$ cat config.mk
export PLATFORM = sky130hd
export DESIGN_NAME = cps_crystal_selector
export DESIGN_NICKNAME = d
export VERILOG_FILES = /design/src/design/cps_pkg.sv /design/src/design/cps_settle_filter.sv /design/src/design/cps_crystal_selector.sv
export SDC_FILE = /design/constraint.sdc
export NUM_CORES = 1
export LEC_CHECK = 0
export BUFFER_PORTS_ARGS = -buffer_cell sky130_fd_sc_hd__buf_4
export CORE_ASPECT_RATIO = 1.5
export CORE_MARGIN = 2
export CORE_UTILIZATION = 60
export DETAILED_ROUTE_END_ITERATION = 12
export PLACE_DENSITY = 0.8
export SYNTH_ARGS = -nofsm -noshare
export SYNTH_HDL_FRONTEND = slang
export SYNTH_SLANG_ARGS = --single-unit
$ cat constraint.sdc
create_clock -name mclk -period 3.6 [get_ports mclk]
set_input_delay 0.36 -clock mclk [delete_from_list [all_inputs] [get_ports mclk]]
set_output_delay 0.36 -clock mclk [all_outputs]
set_load 0.005 [all_outputs]
$ cat src/design/cps_pkg.sv
// Purpose: Shared constants and types for the crystal position selector
// Assumes: 200 MHz mclk, all timing counted in milliseconds
// Notes: Times kept in seconds as printed, millisecond counts derived
package cps_pkg;

  // Clock and base time unit
  localparam int unsigned CPS_CLK_PERIOD_NS = 5;
  localparam int unsigned CPS_MS_NS = 1000000;
  localparam int unsigned CPS_CYC_PER_MS = CPS_MS_NS / CPS_CLK_PERIOD_NS;

  // Widths
  localparam int CPS_POS_W = 5;
  localparam int CPS_SEL_W = 30;
  localparam int CPS_MS_W = 14;
  localparam int CPS_HOLD_W = 3;

  // Positions and codes
  localparam logic [4:0] CPS_MAX_POS = 5'h1E;
  localparam logic [4:0] CPS_POS_RESET = 5'h01;
  localparam logic [4:0] CPS_CODE_LOW_UNUSED = 5'h1E;
  localparam logic [4:0] CPS_CODE_TOP_UNUSED = 5'h1F;

  // Single-step timing, seconds as printed
  localparam real CPS_STEP_ON_S = 1.5;
  localparam real CPS_STEP_OFF_S = 1.0;
  localparam logic [13:0] CPS_MS_PER_SEC = 14'h03E8;
  localparam logic [13:0] CPS_STEP_ON_MS =
    14'(int'(CPS_STEP_ON_S * 1000.0));
  localparam logic [13:0] CPS_STEP_OFF_MS =
    14'(int'(CPS_STEP_OFF_S * 1000.0));

  // Input hold time ceiling, seconds
  localparam logic [2:0] CPS_HOLD_MAX_S = 3'h5;

  // Position control modes
  typedef enum logic [2:0] {
    CPS_MANUAL, CPS_BIN0, CPS_BIN1, CPS_INDIV, CPS_DIRECT
  } cps_mode_t;

  // Direct drive types
  typedef enum logic [1:0] {CPS_UP, CPS_DOWN, CPS_STEP} cps_drive_t;

  // Sequencer states
  typedef enum logic [2:0] {
    ST_RUN, ST_HALT, ST_SELECT, ST_DRIVE, ST_STEP_ON, ST_STEP_OFF
  } cps_state_t;

endpackage : cps_pkg

$ cat src/design/cps_settle_filter.sv
// Purpose: Accepts an input level only after it held steady long enough
// Assumes: rawIn synchronous to mclk, msTick one pulse per millisecond
// Notes: Any return to the accepted level restarts the hold count
`timescale 1ns/100ps
`default_nettype none
module cps_settle_filter #(
  parameter int MS_W = cps_pkg::CPS_MS_W
) (
  // Clock and reset
  input wire logic mclk,
  input wire logic rst,
  // Timing
  input wire logic msTick,
  input wire logic [MS_W-1:0] holdMs,
  // Signal
  input wire logic rawIn,
  output logic settled
);
  import cps_pkg::*;

  // Whole filter state
  typedef struct packed {
    logic settled;
    logic [MS_W-1:0] cnt;
  } cps_flt_t;

  cps_flt_t st; // Current state
  cps_flt_t next_st; // Next state

  // Count milliseconds the new level has held
  always_comb begin
    next_st = st;
    if (rawIn == st.settled) begin
      // Glitch ended, start over
      next_st.cnt = '0;
    end else if (st.cnt >= holdMs) begin
      next_st.settled = rawIn;
      next_st.cnt = '0;
    end else if (msTick) begin
      next_st.cnt = st.cnt + 1'b1;
    end
  end

  // State register
  always_ff @(posedge mclk or posedge rst) begin
    if (rst) begin
      st <= '0;
    end else begin
      st <= next_st;
    end
  end

  assign settled = st.settled;
endmodule : cps_settle_filter
`default_nettype wire

$ cat src/design/cps_crystal_selector.sv
// Purpose: Selects the crystal position of a multi-crystal sensor head
// Assumes: Inputs synchronous to mclk, posReached high when target sits
// Notes: Step on-time taken as 1.5 s; off-time is 1 s plus hold time
//
// Function
// Manual mode halts after layer if position differs
// Halt shows crystal number, resumes on start
// Binary/individual modes drive enough selection outputs
// Zero-based binary code is crystal minus one
// One-based code equals crystal; zero means one
// Logic one closes contact, zero opens it
// Up/down motor held on until position reached
// Single step pulses one output for 1.5 s
// Step off time is 1 s plus hold
// Drive type picks forward, reverse or both lines; no drive type here uses both lines
// Inputs accepted only after steady hold time; only posReached goes through the hold filter
// Individual mode closes only the target's output
`timescale 1ns/100ps
`default_nettype none
module cps_crystal_selector #(
  parameter int unsigned CYC_PER_MS = cps_pkg::CPS_CYC_PER_MS
) (
  // Clock and reset
  input wire logic mclk,
  input wire logic rst,
  // Configuration
  input wire cps_pkg::cps_mode_t ctrlMode,
  input wire cps_pkg::cps_drive_t driveType,
  input wire logic [cps_pkg::CPS_HOLD_W-1:0] holdTimeSec,
  // Process sequencing
  input wire logic layerDone,
  input wire logic [cps_pkg::CPS_POS_W-1:0] nextCrystal,
  input wire logic startCmd,
  output logic processHalt,
  output logic positionReady,
  output logic [cps_pkg::CPS_POS_W-1:0] requiredCrystal,
  // Position feedback
  input wire logic posReached,
  // Rotator outputs
  output logic [cps_pkg::CPS_SEL_W-1:0] selLines,
  output logic headAdvanceFwdLine,
  output logic headAdvanceRevLine
);
  import cps_pkg::*;

  // Whole selector state
  typedef struct packed {
    cps_state_t state;
    logic [CPS_POS_W-1:0] cur; // Position now in place
    logic [CPS_POS_W-1:0] tgt; // Position asked for
    logic [31:0] tickCnt; // Cycles within current millisecond
    logic [CPS_MS_W-1:0] msCnt; // Milliseconds in current state
    logic seenLow; // Feedback dropped since move began
    logic [CPS_SEL_W-1:0] sel;
    logic fwd;
    logic rev;
    logic halt;
    logic ready;
  } cps_top_t;

  cps_top_t st; // Current state
  cps_top_t next_st; // Next state

  logic tickWrap; // Last cycle of a millisecond
  logic posSettled; // Feedback after hold filter
  logic arrived; // Target confirmed in place
  logic [CPS_HOLD_W-1:0] holdSec; // Hold time clamped to range
  logic [CPS_MS_W-1:0] holdMs; // Hold time in milliseconds
  logic [CPS_MS_W-1:0] offMs; // Step off time in milliseconds
  logic [CPS_POS_W-1:0] reqPos; // Requested crystal, clamped

  // Out-of-range numbers fall back to crystal one
  function automatic logic [CPS_POS_W-1:0] clampPos(
    input logic [CPS_POS_W-1:0] p
  );
    logic [CPS_POS_W-1:0] r;
    r = p;
    if (p == '0 || p > CPS_MAX_POS) begin
      r = CPS_POS_RESET;
    end
    return r;
  endfunction : clampPos

  // Contact pattern for a position, one bit closes a contact
  function automatic logic [CPS_SEL_W-1:0] encodeSel(
    input cps_mode_t m,
    input logic [CPS_POS_W-1:0] p
  );
    logic [CPS_SEL_W-1:0] v;
    v = '0;
    unique case (m)
      CPS_BIN0: begin
        v[CPS_POS_W-1:0] = p - 5'h01;
      end
      CPS_BIN1: begin
        v[CPS_POS_W-1:0] = p;
      end
      CPS_INDIV: begin
        v[p - 5'h01] = 1'b1;
      end
      CPS_MANUAL, CPS_DIRECT: begin
        v = '0;
      end
      default: begin
        // Illegal mode code keeps every contact open
        v = '0;
      end
    endcase
    return v;
  endfunction : encodeSel

  // Hold time feeds both the filter and the step off time
  always_comb begin
    holdSec = (holdTimeSec > CPS_HOLD_MAX_S) ? CPS_HOLD_MAX_S : holdTimeSec;
    holdMs = CPS_MS_W'(holdSec * CPS_MS_PER_SEC);
    offMs = CPS_STEP_OFF_MS + holdMs;
  end

  assign tickWrap = (st.tickCnt == 32'(CYC_PER_MS - 1));
  assign reqPos = clampPos(nextCrystal);
  // Stale high feedback from the old position must drop first
  assign arrived = posSettled && st.seenLow;

  // Feedback is trusted only once it held still for the hold time
  cps_settle_filter #(
    .MS_W(CPS_MS_W)
  ) u_posFilter (
    .mclk(mclk),
    .rst(rst),
    .msTick(tickWrap),
    .holdMs(holdMs),
    .rawIn(posReached),
    .settled(posSettled)
  );

  // Sequencer next state
  always_comb begin
    next_st = st;
    next_st.ready = 1'b0;
    // Millisecond timebase
    if (tickWrap) begin
      next_st.tickCnt = '0;
      next_st.msCnt = st.msCnt + 1'b1;
    end else begin
      next_st.tickCnt = st.tickCnt + 32'h1;
    end
    if (!posSettled) begin
      next_st.seenLow = 1'b1;
    end
    unique case (st.state)
      ST_RUN: begin
        // Layer boundary: see whether a move is needed
        if (layerDone) begin
          next_st.tgt = reqPos;
          next_st.tickCnt = '0;
          next_st.msCnt = '0;
          next_st.seenLow = !posSettled;
          if (reqPos == st.cur) begin
            next_st.ready = 1'b1;
          end else begin
            next_st.halt = 1'b1;
            unique case (ctrlMode)
              CPS_MANUAL: begin
                next_st.state = ST_HALT;
              end
              CPS_BIN0, CPS_BIN1, CPS_INDIV: begin
                next_st.state = ST_SELECT;
              end
              CPS_DIRECT: begin
                // Drive type decides which lines exist
                if (driveType == CPS_STEP) begin
                  next_st.state = ST_STEP_ON;
                  next_st.fwd = 1'b1;
                end else begin
                  next_st.state = ST_DRIVE;
                  next_st.fwd = (driveType == CPS_UP);
                  next_st.rev = (driveType == CPS_DOWN);
                end
              end
              default: begin
                // Unknown mode: wait for the operator
                next_st.state = ST_HALT;
              end
            endcase
          end
        end
      end
      ST_HALT: begin
        // Operator changes the crystal, then presses start
        if (startCmd) begin
          next_st.state = ST_RUN;
          next_st.cur = st.tgt;
          next_st.halt = 1'b0;
          next_st.ready = 1'b1;
        end
      end
      ST_SELECT, ST_DRIVE: begin
        // Contacts or motor stay on until target is confirmed
        if (arrived) begin
          next_st.state = ST_RUN;
          next_st.cur = st.tgt;
          next_st.fwd = 1'b0;
          next_st.rev = 1'b0;
          next_st.halt = 1'b0;
          next_st.ready = 1'b1;
        end
      end
      ST_STEP_ON: begin
        // One solenoid pulse of fixed length
        if (tickWrap && st.msCnt == CPS_STEP_ON_MS - 14'h0001) begin
          next_st.state = ST_STEP_OFF;
          next_st.fwd = 1'b0;
          next_st.tickCnt = '0;
          next_st.msCnt = '0;
        end
      end
      ST_STEP_OFF: begin
        // Pause long enough for feedback to settle before judging
        if (tickWrap && st.msCnt == offMs - 14'h0001) begin
          next_st.tickCnt = '0;
          next_st.msCnt = '0;
          if (arrived) begin
            next_st.state = ST_RUN;
            next_st.cur = st.tgt;
            next_st.halt = 1'b0;
            next_st.ready = 1'b1;
          end else begin
            next_st.state = ST_STEP_ON;
            next_st.fwd = 1'b1;
          end
        end
      end
      default: begin
        next_st.state = ST_RUN;
      end
    endcase
    // Contacts always follow the target in the current mode
    next_st.sel = encodeSel(ctrlMode, next_st.tgt);
  end

  // State register
  always_ff @(posedge mclk or posedge rst) begin
    if (rst) begin
      st <= '{state: ST_RUN, cur: CPS_POS_RESET, tgt: CPS_POS_RESET,
              tickCnt: 32'h0, msCnt: 14'h0000, seenLow: 1'b0,
              sel: 30'h0000_0000, fwd: 1'b0, rev: 1'b0, halt: 1'b0,
              ready: 1'b0};
    end else begin
      st <= next_st;
    end
  end

  // Outputs straight from state
  assign processHalt = st.halt;
  assign positionReady = st.ready;
  assign requiredCrystal = st.tgt;
  assign selLines = st.sel;
  assign headAdvanceFwdLine = st.fwd;
  assign headAdvanceRevLine = st.rev;
endmodule : cps_crystal_selector
`default_nettype wire

=== Word-level counts from Yosys, hierarchy flattened ===
Index checks and enable logic that the tools add are counted.

* Bits of input ports: 18
* Output and inout port bits: 39
* Logic and storage cells: 120
* Flip-flop bits (word level): 109

* Mux-type cells: 46
* $mul: 1
* Reduce and logical (&&, ||, !) cells: 22
* Bitwise logic cells: 1
* Order comparisons: 5
* Eq/ne operators: 26
* Add/sub/neg operators: 6

{| class="wikitable"
|+ Operator list
! kind !! number
|-
| one-hot mux 46 bit (3 select lines) || 1
|-
| 2-to-1 mux 46 bit || 2
|-
| 2-to-1 mux 14 bit || 4
|-
| 2-to-1 mux 52 bit || 1
|-
| adder 32 x 1 -> 32 bit (second input constant) || 1
|-
| == test 32 x 18 -> 1 bit (second input constant) || 1
|-
| 2-to-1 mux 32 bit || 1
|-
| one-hot mux 5 bit (3 select lines) || 2
|-
| adder 14 x 1 -> 14 bit (second input constant) || 2
|-
| 2-to-1 mux 25 bit || 1
|-
| 2-to-1 mux 8 bit || 3
|-
| 2-to-1 mux 3 bit || 7
|-
| != test 2 bit (second input constant) || 9
|-
| 2-to-1 mux 5 bit || 3
|-
| one-hot mux 3 bit (5 select lines) || 1
|-
| adder 10 x 13 -> 14 bit (first input constant) || 1
|-
| == test 14 x 11 -> 1 bit (second input constant) || 1
|-
| == test 14 bit || 1
|-
| >= comparator 14 x 13 -> 1 bit || 1
|-
| subtractor 14 x 1 -> 14 bit (second input constant) || 1
|-
| == test 3 x 2 -> 1 bit (second input constant) || 4
|-
| AND reduction 6 bit || 2
|-
| multiplier 3 x 7 -> 10 bit (second input constant) || 1
|-
| == test 3 bit (second input constant) || 3
|-
| 35 further kinds || 53
|}

=== Logic depth before layout (Yosys ltp) ===
Gate-level depths: netlist of run 1.

* Depth after elaboration: 11
* Mapped depth: 17
* Mapped depth without buffers: 15

=== Hierarchy ===
From an unflattened synthesis of run 1, not the netlist that was laid out.

* Cell total of the unflattened synthesis: 687
* Area total of the unflattened synthesis: 6543.8 sq um

{| class="wikitable"
|+ Modules (own cells, without submodules)
! module !! area each (sq um) !! instances !! cells an instance
|-
| cps_crystal_selector || 5467.7 || 1 || 567
|-
| cps_settle_filter || 1076.0 || 1 || 120
|}

=== Worst setup path before layout of run 1 ===
No wires, ideal clock.

* Path type: input-to-reg
* Start: input port holdTimeSec[2] (netlist name)
* End: register st[35] (netlist name)
* Library setup time: 0.121 ns
* Data arrival time: 3.810 ns
* Slack: -0.331 ns
* Stages: 15
* Cells stage by stage: clkbuf_1 -> or2_2 -> ha_1 -> xor2_1 -> ha_1 -> a221oi_1 -> fa_1 -> nand2_1 -> nor3_1 -> nor4_1 -> nand3_1 -> a211o_1 -> a21oi_2 -> buf_2 -> nor2_1

{| class="wikitable"
|+ RTL lines
! item !! RTL line !! RTL
|-
| start: declaration || cps_crystal_selector.sv:29 || <nowiki>input wire logic [cps_pkg::CPS_HOLD_W-1:0] holdTimeSec,</nowiki>
|-
| end signal: assignment || cps_crystal_selector.sv:244 || <nowiki>st <= '{state: ST_RUN, cur: CPS_POS_RESET, tgt: CPS_POS_RESET,</nowiki>
|-
| end signal: assignment || cps_crystal_selector.sv:249 || <nowiki>st <= next_st;</nowiki>
|-
| end: declaration || cps_crystal_selector.sv:61 || <nowiki>cps_top_t st;</nowiki>
|}

=== Worst setup path after layout of run 1 ===
* Start: input port holdTimeSec[1] (netlist name)
* End: register u_posFilter.st[7] (netlist name)

* Cells in the longest elaborated chain, start to end: 6

{| class="wikitable"
|+ RTL lines
! item !! RTL line !! RTL
|-
| greater-than comparator 3 bit || cps_crystal_selector.sv:114 || <nowiki>holdSec = (holdTimeSec > CPS_HOLD_MAX_S) ? CPS_HOLD_MAX_S : holdTimeSec;</nowiki>
|-
| 2-to-1 mux 3 bit (*) || cps_crystal_selector.sv:114 ||
|-
| multiplier 3 x 7 -> 10 bit (*) || cps_crystal_selector.sv:115 || <nowiki>holdMs = CPS_MS_W'(holdSec * CPS_MS_PER_SEC);</nowiki>
|-
| >= comparator 14 x 13 -> 1 bit (*) || cps_settle_filter.sv:36 || <nowiki>end else if (st.cnt >= holdMs) begin</nowiki>
|-
| 2-to-1 mux 14 bit || cps_settle_filter.sv:36 ||
|-
| 2-to-1 mux 14 bit || cps_settle_filter.sv:33 || <nowiki>if (rawIn == st.settled) begin</nowiki>
|-
| end signal: assignment || cps_settle_filter.sv:49 || <nowiki>st <= next_st;</nowiki>
|-
| end: declaration || cps_settle_filter.sv:27 || <nowiki>cps_flt_t st;</nowiki>
|}

Mark *: on every way between the ends. The rest lies on a longest branch, timed or not.
A chain may end at the register's enable or synchronous reset.

==> results.sh, run 1 <==
export IMPL_status="finished, final reports clean"
export IMPL_max_freq_ghz=0.293
export IMPL_final_core_util=0.690
export IMPL_num_rows=46
export IMPL_crit_fanout=11
export IMPL_antenna_cells=0
export IMPL_wl_per_cell_um=16.1
export IMPL_cts_tree="done"
export IMPL_synth_top_flop_cell="dfrtp_1"
export IMPL_synth_edff_count=0
export IMPL_postCtsHoldBufs=0
export IMPL_setup_viol=0
export IMPL_max_stage_delay_ps=340
export IMPL_die_w_um=89.5
export IMPL_final_common_cell="dfrtp_1"
export IMPL_fin_crit_ps=3420
export IMPL_regArea_sq_um=2730
export IMPL_dp_cells=876
export IMPL_finalInstanceArea_sq_um=7340
export IMPL_post_dp_hpwl_um=10500
export IMPL_drive_gt1_frac=0.180
export IMPL_reg2reg_from="st[91]"
export IMPL_core_area_sq_um=10600
export IMPL_totalPowerFinal_mw=3.84
export IMPL_fill_cells=783
export IMPL_clk_pin_slew_worst_paths_ps=70
export IMPL_crit_path_end_kind="register"
export IMPL_worst_path_buf_inv=4
export IMPL_rr_worst_depth=7
export IMPL_area_growth_pct=11.5
export IMPL_num_vias=5267
export IMPL_crit_arrival_ps=3690
export IMPL_synth_seq_cells=109
export IMPL_fin_skew_ps=8.10
export IMPL_p_leak_nw=3.37
export IMPL_fin_tns_setup_ps=0
export IMPL_crit_top_cell="buf_4"
export IMPL_postRouteAntennaNets=0
export IMPL_die_h_um=132
export IMPL_slowest_stage="ha_1"
export IMPL_rsz0062_at_grt="no"
export IMPL_grt_max_degree=62
export IMPL_syn_area_sq_um=6590
export IMPL_reg2reg_slack_ps=450
export IMPL_worstSetupStartpointType="input port"
export IMPL_yosys_warnings=0
export IMPL_syn_nets=758
export IMPL_grt_overflow=0
export IMPL_drt_iter0_markers=349
export IMPL_clk_latency_ps=350
export IMPL_r2r_end="selLines[4]"
export IMPL_routed_wl_um=14400
export IMPL_dieArea_sq_um=11800
export IMPL_fin_crit_sh=0.949
export IMPL_slew_violations=0
export IMPL_crit_chain="buf_4 > buf_4 > xor2_1 > mux2i_1 > inv_1 > ha_1 > a31oi_2 > o21a_1 > o21bai_1 > a21oi_2 > xor2_1 > ha_1 > a21o_1 > a211o_1 > a211oi_2 > o21ai_1 > buf_4 > nor2_1"
export IMPL_grt_pass1_wl_um=24200
export IMPL_fin_cells=893
export IMPL_placedInstanceArea_sq_um=7000
export IMPL_crit_required_ps=3880
export IMPL_ctsHtreeMaxLevel=3
export IMPL_dr_pass1_iters=5
export IMPL_synthCells=710
export IMPL_worstSetupPathType="in2reg"
export IMPL_hold_class="in2async"
export IMPL_p_per_area_nw_per_um2=523
export IMPL_synthesis_area_per_instance_sq_um=9.27
export IMPL_async_reset_ff_frac=1.00
export IMPL_multi_input_area_sq_um=3420
export IMPL_via_per_inst=5.90
export IMPL_cpLargestDelayFamily="compound AO/OA/AOI/OAI gates"
export IMPL_cts_root_buf="clkbuf_16"
export IMPL_hold_viol=0
export IMPL_io_buffers=56
export IMPL_clkSinkCount=109
export IMPL_ir_drop_mv=0.516
export IMPL_yosysUniqueCellTypes=81
export IMPL_io_pins=57
export IMPL_cap_violations=0
export IMPL_nets=792
export IMPL_cts_inserted_buffers=9
export IMPL_cts_buffer_depth=2
export IMPL_yosysSeqAreaShare=0.415
export IMPL_grt_usage=0.254
export IMPL_worst_slew_pin_slew_ps=1260
export IMPL_antenna_found_initial=0
export IMPL_slew_headroom=0.161
export IMPL_first_global_vias=5197
export IMPL_initial_utilization=0.618
export IMPL_gp_congestion=0.878
export IMPL_layout_common_cells="dfrtp_1 (107), nor2_1 (106), buf_4 (79), nand2_1 (51), xor2_1 (39)"
export IMPL_drc=0
[routing by layer]
metal	vias up	part of all wire	routed length, um	GRT usage
met3	39	0.041	588	0.0363
met2	166	0.51	7320	0.414
met1	2552	0.42	6090	0.339
li1	2510	-	-	-
met4	0	0.029	412	0.0970
met5	-	0	0	0
[Yosys cell counts, drive strengths merged, types with 6 or more instances]
master    n  share of area
nor3     13         0.0099
clkbuf   14         0.0097
a31oi     8         0.0076
xnor2    29          0.041
nand2    52          0.030
nor4b     6         0.0080
nor2b     9         0.0085
nor4      7         0.0066
nor3b     6         0.0068
a21oi    26          0.020
and2      6         0.0059
and3     14          0.013
nand3    34          0.026
buf      43          0.051
nor2    106          0.060
o21ai    21          0.016
dfrtp   107           0.41
xor2     39          0.052
ha       29          0.055
nand4    18          0.017
inv      27          0.015
or3      15          0.015
[area by class of cell]
| type | count | area share |
|---|---|---|
| multi-input combinational | 517 | 0.465 |
| sequential | 109 | 0.372 |
| timing repair buffer | 80 | 0.0835 |
| clock buffer | 10 | 0.0325 |
| tap | 144 | 0.0245 |
| inverter | 27 | 0.0141 |
| clock inverter | 6 | 0.00852 |
[kinds of logic (layout without fill, tap and decap cells)]
family          count (synthesis)  after routing  synth area share
flops                         109            109             0.415
mux                            10             10            0.0162
simple gates                  310            310             0.237
fa+ha+maj                      30             30            0.0581
compound gates                 99             99             0.105
buf+inv                        84            123            0.0758
xor+xnor                       68             68            0.0933
[repair_timing]
action | CTS | global route
resized for setup | 0 | 5
buffers inserted | 0 | 1
setup endpoints to repair | 0 | 16
[state kept, by name (all words and copies together), names as in the netlist]
| name | cells |
|---|---|
| st | 55 |
| selLines | 30 |
| u_posFilter.st | 14 |
| requiredCrystal | 5 |
| headAdvanceFwdLine | 1 |
| headAdvanceRevLine | 1 |
| positionReady | 1 |
| processHalt | 1 |
| u_posFilter.settled | 1 |
[where the power goes]
group / leakage (nW) / total, mW / switching (mW) / internal [mW]
logic: 1.74 / 1.36 / 0.793 / 0.567
clock network: 0.149 / 0.989 / 0.481 / 0.508
registers: 1.48 / 1.49 / 0.134 / 1.36
total: 3.37 / 3.84 / 1.41 / 2.44
[stage by stage]
step,worst slack (ps),hold WS [ps]
after floorplan,2.25,455
after global placement,-123,479
after detailed placement,-221,490
after CTS,105,176
after global routing,2.01,203
final,184,132
[worst max-delay path by stage]
stage                   startpoint                  to  depth (start not counted)
floorplan           holdTimeSec[2]  u_posFilter.st[10]                         17
CTS                 holdTimeSec[1]   u_posFilter.st[7]                         18
detailed placement  holdTimeSec[1]   u_posFilter.st[0]                         18
global placement    holdTimeSec[2]              st[89]                         15
global route        holdTimeSec[1]   u_posFilter.st[6]                         18
finish              holdTimeSec[1]   u_posFilter.st[7]                         18
Power figures use the tool's default switching activity.
==> inputs of run 2 (changes only) <==
Settings changed: CTS_CLUSTER_DIAMETER from default to 120, RECOVER_POWER from default to 100.
==> run 2 against run 1 <==
The run now ends with max-capacitance violations, max-slew violations left. Worst setup slack better by 3.3 ps. Critical path type unchanged. Core utilization is 0.76 points lower. Routed wire length is 0.18% lower. Largest cell class unchanged. Clock power hardly changed. First-iteration DRC count is 13% lower. Fmax hardly changed. Highest routed layer unchanged. Count of clock-buffer cells in the layout stayed put.
==> results.sh, run 2 (synthesis gave the netlist of run 1 again) <==
export IMPL_nets=792
export IMPL_clk_pin_slew_worst_paths_ps=70
export IMPL_grt_overflow=0
export IMPL_fin_cells=893
export IMPL_p_leak_nw=3.29
export IMPL_worst_slack_ps=187
export IMPL_final_common_cell="dfrtp_1"
export IMPL_totalPowerFinal_mw=3.77
export IMPL_use_met2=0.414
export IMPL_area_growth_pct=10.3
export IMPL_slew_violations=62
export IMPL_ctsHtreeMaxLevel=3
export IMPL_routed_wl_um=14400
export IMPL_via_per_inst=5.88
export IMPL_max_freq_ghz=0.293
export IMPL_crit_path_end_kind="register"
export IMPL_num_rows=46
export IMPL_grt_max_degree=62
export IMPL_core_area_sq_um=10600
export IMPL_dr_pass1_iters=4
export IMPL_wl_per_cell_um=16.1
export IMPL_io_pins=57
export IMPL_cts_tree="done"
export IMPL_max_stage_delay_ps=340
export IMPL_antenna_cells=0
export IMPL_antenna_found_initial=0
export IMPL_final_core_util=0.682
export IMPL_worstSetupStartpointType="input port"
export IMPL_post_place_ws_ps=-221
export IMPL_crit_chain="buf_4 > buf_4 > xor2_1 > mux2i_1 > inv_1 > ha_1 > a31oi_2 > o21a_1 > o21bai_1 > a21oi_2 > xor2_1 > ha_1 > a21o_1 > a211o_1 > a211oi_2 > o21ai_1 > buf_4 > nor2_1"
export IMPL_worst_slew_pin_slew_ps=2630
export IMPL_cts_buffer_depth=2
export IMPL_drive_gt1_frac=0.155
export IMPL_die_w_um=89.5
export IMPL_crit_top_cell="buf_4"
export IMPL_die_h_um=132
export IMPL_worstSetupPathType="in2reg"
export IMPL_fin_crit_ps=3410
export IMPL_num_vias=5251
export IMPL_postRouteAntennaNets=0
export IMPL_post_dp_hpwl_um=10500
export IMPL_layout_common_cells="dfrtp_1 (107), nor2_1 (106), nand2_1 (51), xor2_1 (39), buf_4 (36)"
export IMPL_rsz0062_at_grt="no"
export IMPL_regMostFlops="st"
export IMPL_gp_congestion=0.878
export IMPL_drc=0
export IMPL_cts_inserted_buffers=9
export IMPL_crit_arrival_ps=3690
export IMPL_postCtsHoldBufs=0
export IMPL_crit_fanout=11
export IMPL_hold_viol=0
export IMPL_cpLargestDelayFamily="compound AO/OA/AOI/OAI gates"
export IMPL_violations="max-capacitance violations, max-slew violations"
export IMPL_first_global_vias=5197
export IMPL_fin_skew_ps=8.08
export IMPL_drt_iter0_markers=305
export IMPL_slew_headroom=-0.763
export IMPL_use_met3=0.0363
export IMPL_busiest_layer="met2"
export IMPL_clkSinkCount=109
export IMPL_cap_violations=1
export IMPL_worst_path_buf_inv=4
export IMPL_cts_root_buf="clkbuf_16"
export IMPL_hold_class="in2reg"
export IMPL_dp_cells=876
export IMPL_dieArea_sq_um=11800
export IMPL_clk_latency_ps=350
export IMPL_setup_viol=0
export IMPL_grt_usage=0.254
export IMPL_largest_reg_flops=55
export IMPL_crit_required_ps=3880
export IMPL_grt_pass1_wl_um=24200
export IMPL_ir_drop_mv=0.496
export IMPL_status="finished, violations left"
export IMPL_fin_crit_sh=0.948
export IMPL_io_buffers=56
export IMPL_initial_utilization=0.618
export IMPL_slowest_stage="ha_1"
export IMPL_fill_cells=815
export IMPL_use_met1=0.339
export IMPL_p_per_area_nw_per_um2=520
==> run 2: layout make-up <==
cell class	instances	area, sq um	share of cell area
clock inverters	6	62.6	0.00861
multi-input cells	517	3390	0.466
inverters	27	103	0.0141
well taps	144	180	0.0248
clock buffers	10	239	0.0329
repair buffers	80	562	0.0773
flip-flops and latches	109	2730	0.376
==> run 2: worst min-delay path, delay by kind of cell <==
kind | cells | cell delay (ps)
buf+inv | 1 | 130
simple gates | 2 | 120
==> run 2: worst paths after layout <==
| path | from | to | slack (ps) | depth (start not counted) |
|---|---|---|---|---|
| min | layerDone | headAdvanceRevLine | 300 | 3 |
| max reg2reg | st[91] | selLines[15] | 310 | 7 |
| min reg2reg | processHalt | processHalt | 500 | 1 |
| max | holdTimeSec[1] | u_posFilter.st[7] | 190 | 18 |
| min in group asynchronous | rst | st[40] | 740 | 2 |
| max in group asynchronous | rst | selLines[1] | 940 | 3 |
==> run 2: where the power goes <==
| part | total, mW | internal, mW | switching, mW |
|---|---|---|---|
| clock network | 0.986 | 0.508 | 0.477 |
| registers | 1.49 | 1.36 | 0.132 |
| logic | 1.30 | 0.525 | 0.772 |
==> run 2: per-layer routing <==
metal | routed length [um] | part of all wire | vias up
met1 | 6160 | 0.43 | 2553
met2 | 7290 | 0.51 | 154
li1 | - | - | 2506
met3 | 513 | 0.036 | 38
met5 | 0 | 0 | -
met4 | 416 | 0.029 | 0
==> run 2: repair_timing <==
item / CTS / global route
setup endpoints to repair: 0 / 16
buffers inserted: 0 / 1
gates resized for setup: 0 / 5
==> run 2: stage by stage <==
step                      TNS, ps  cell area (sq um)  hold slack (ps)
final                           0               7260              303
after global routing            0               7260              305
after CTS                       0               7300              176
after detailed placement    -4230               7000              490
after global placement       -860               7000              479
after floorplan                 0               6620              455
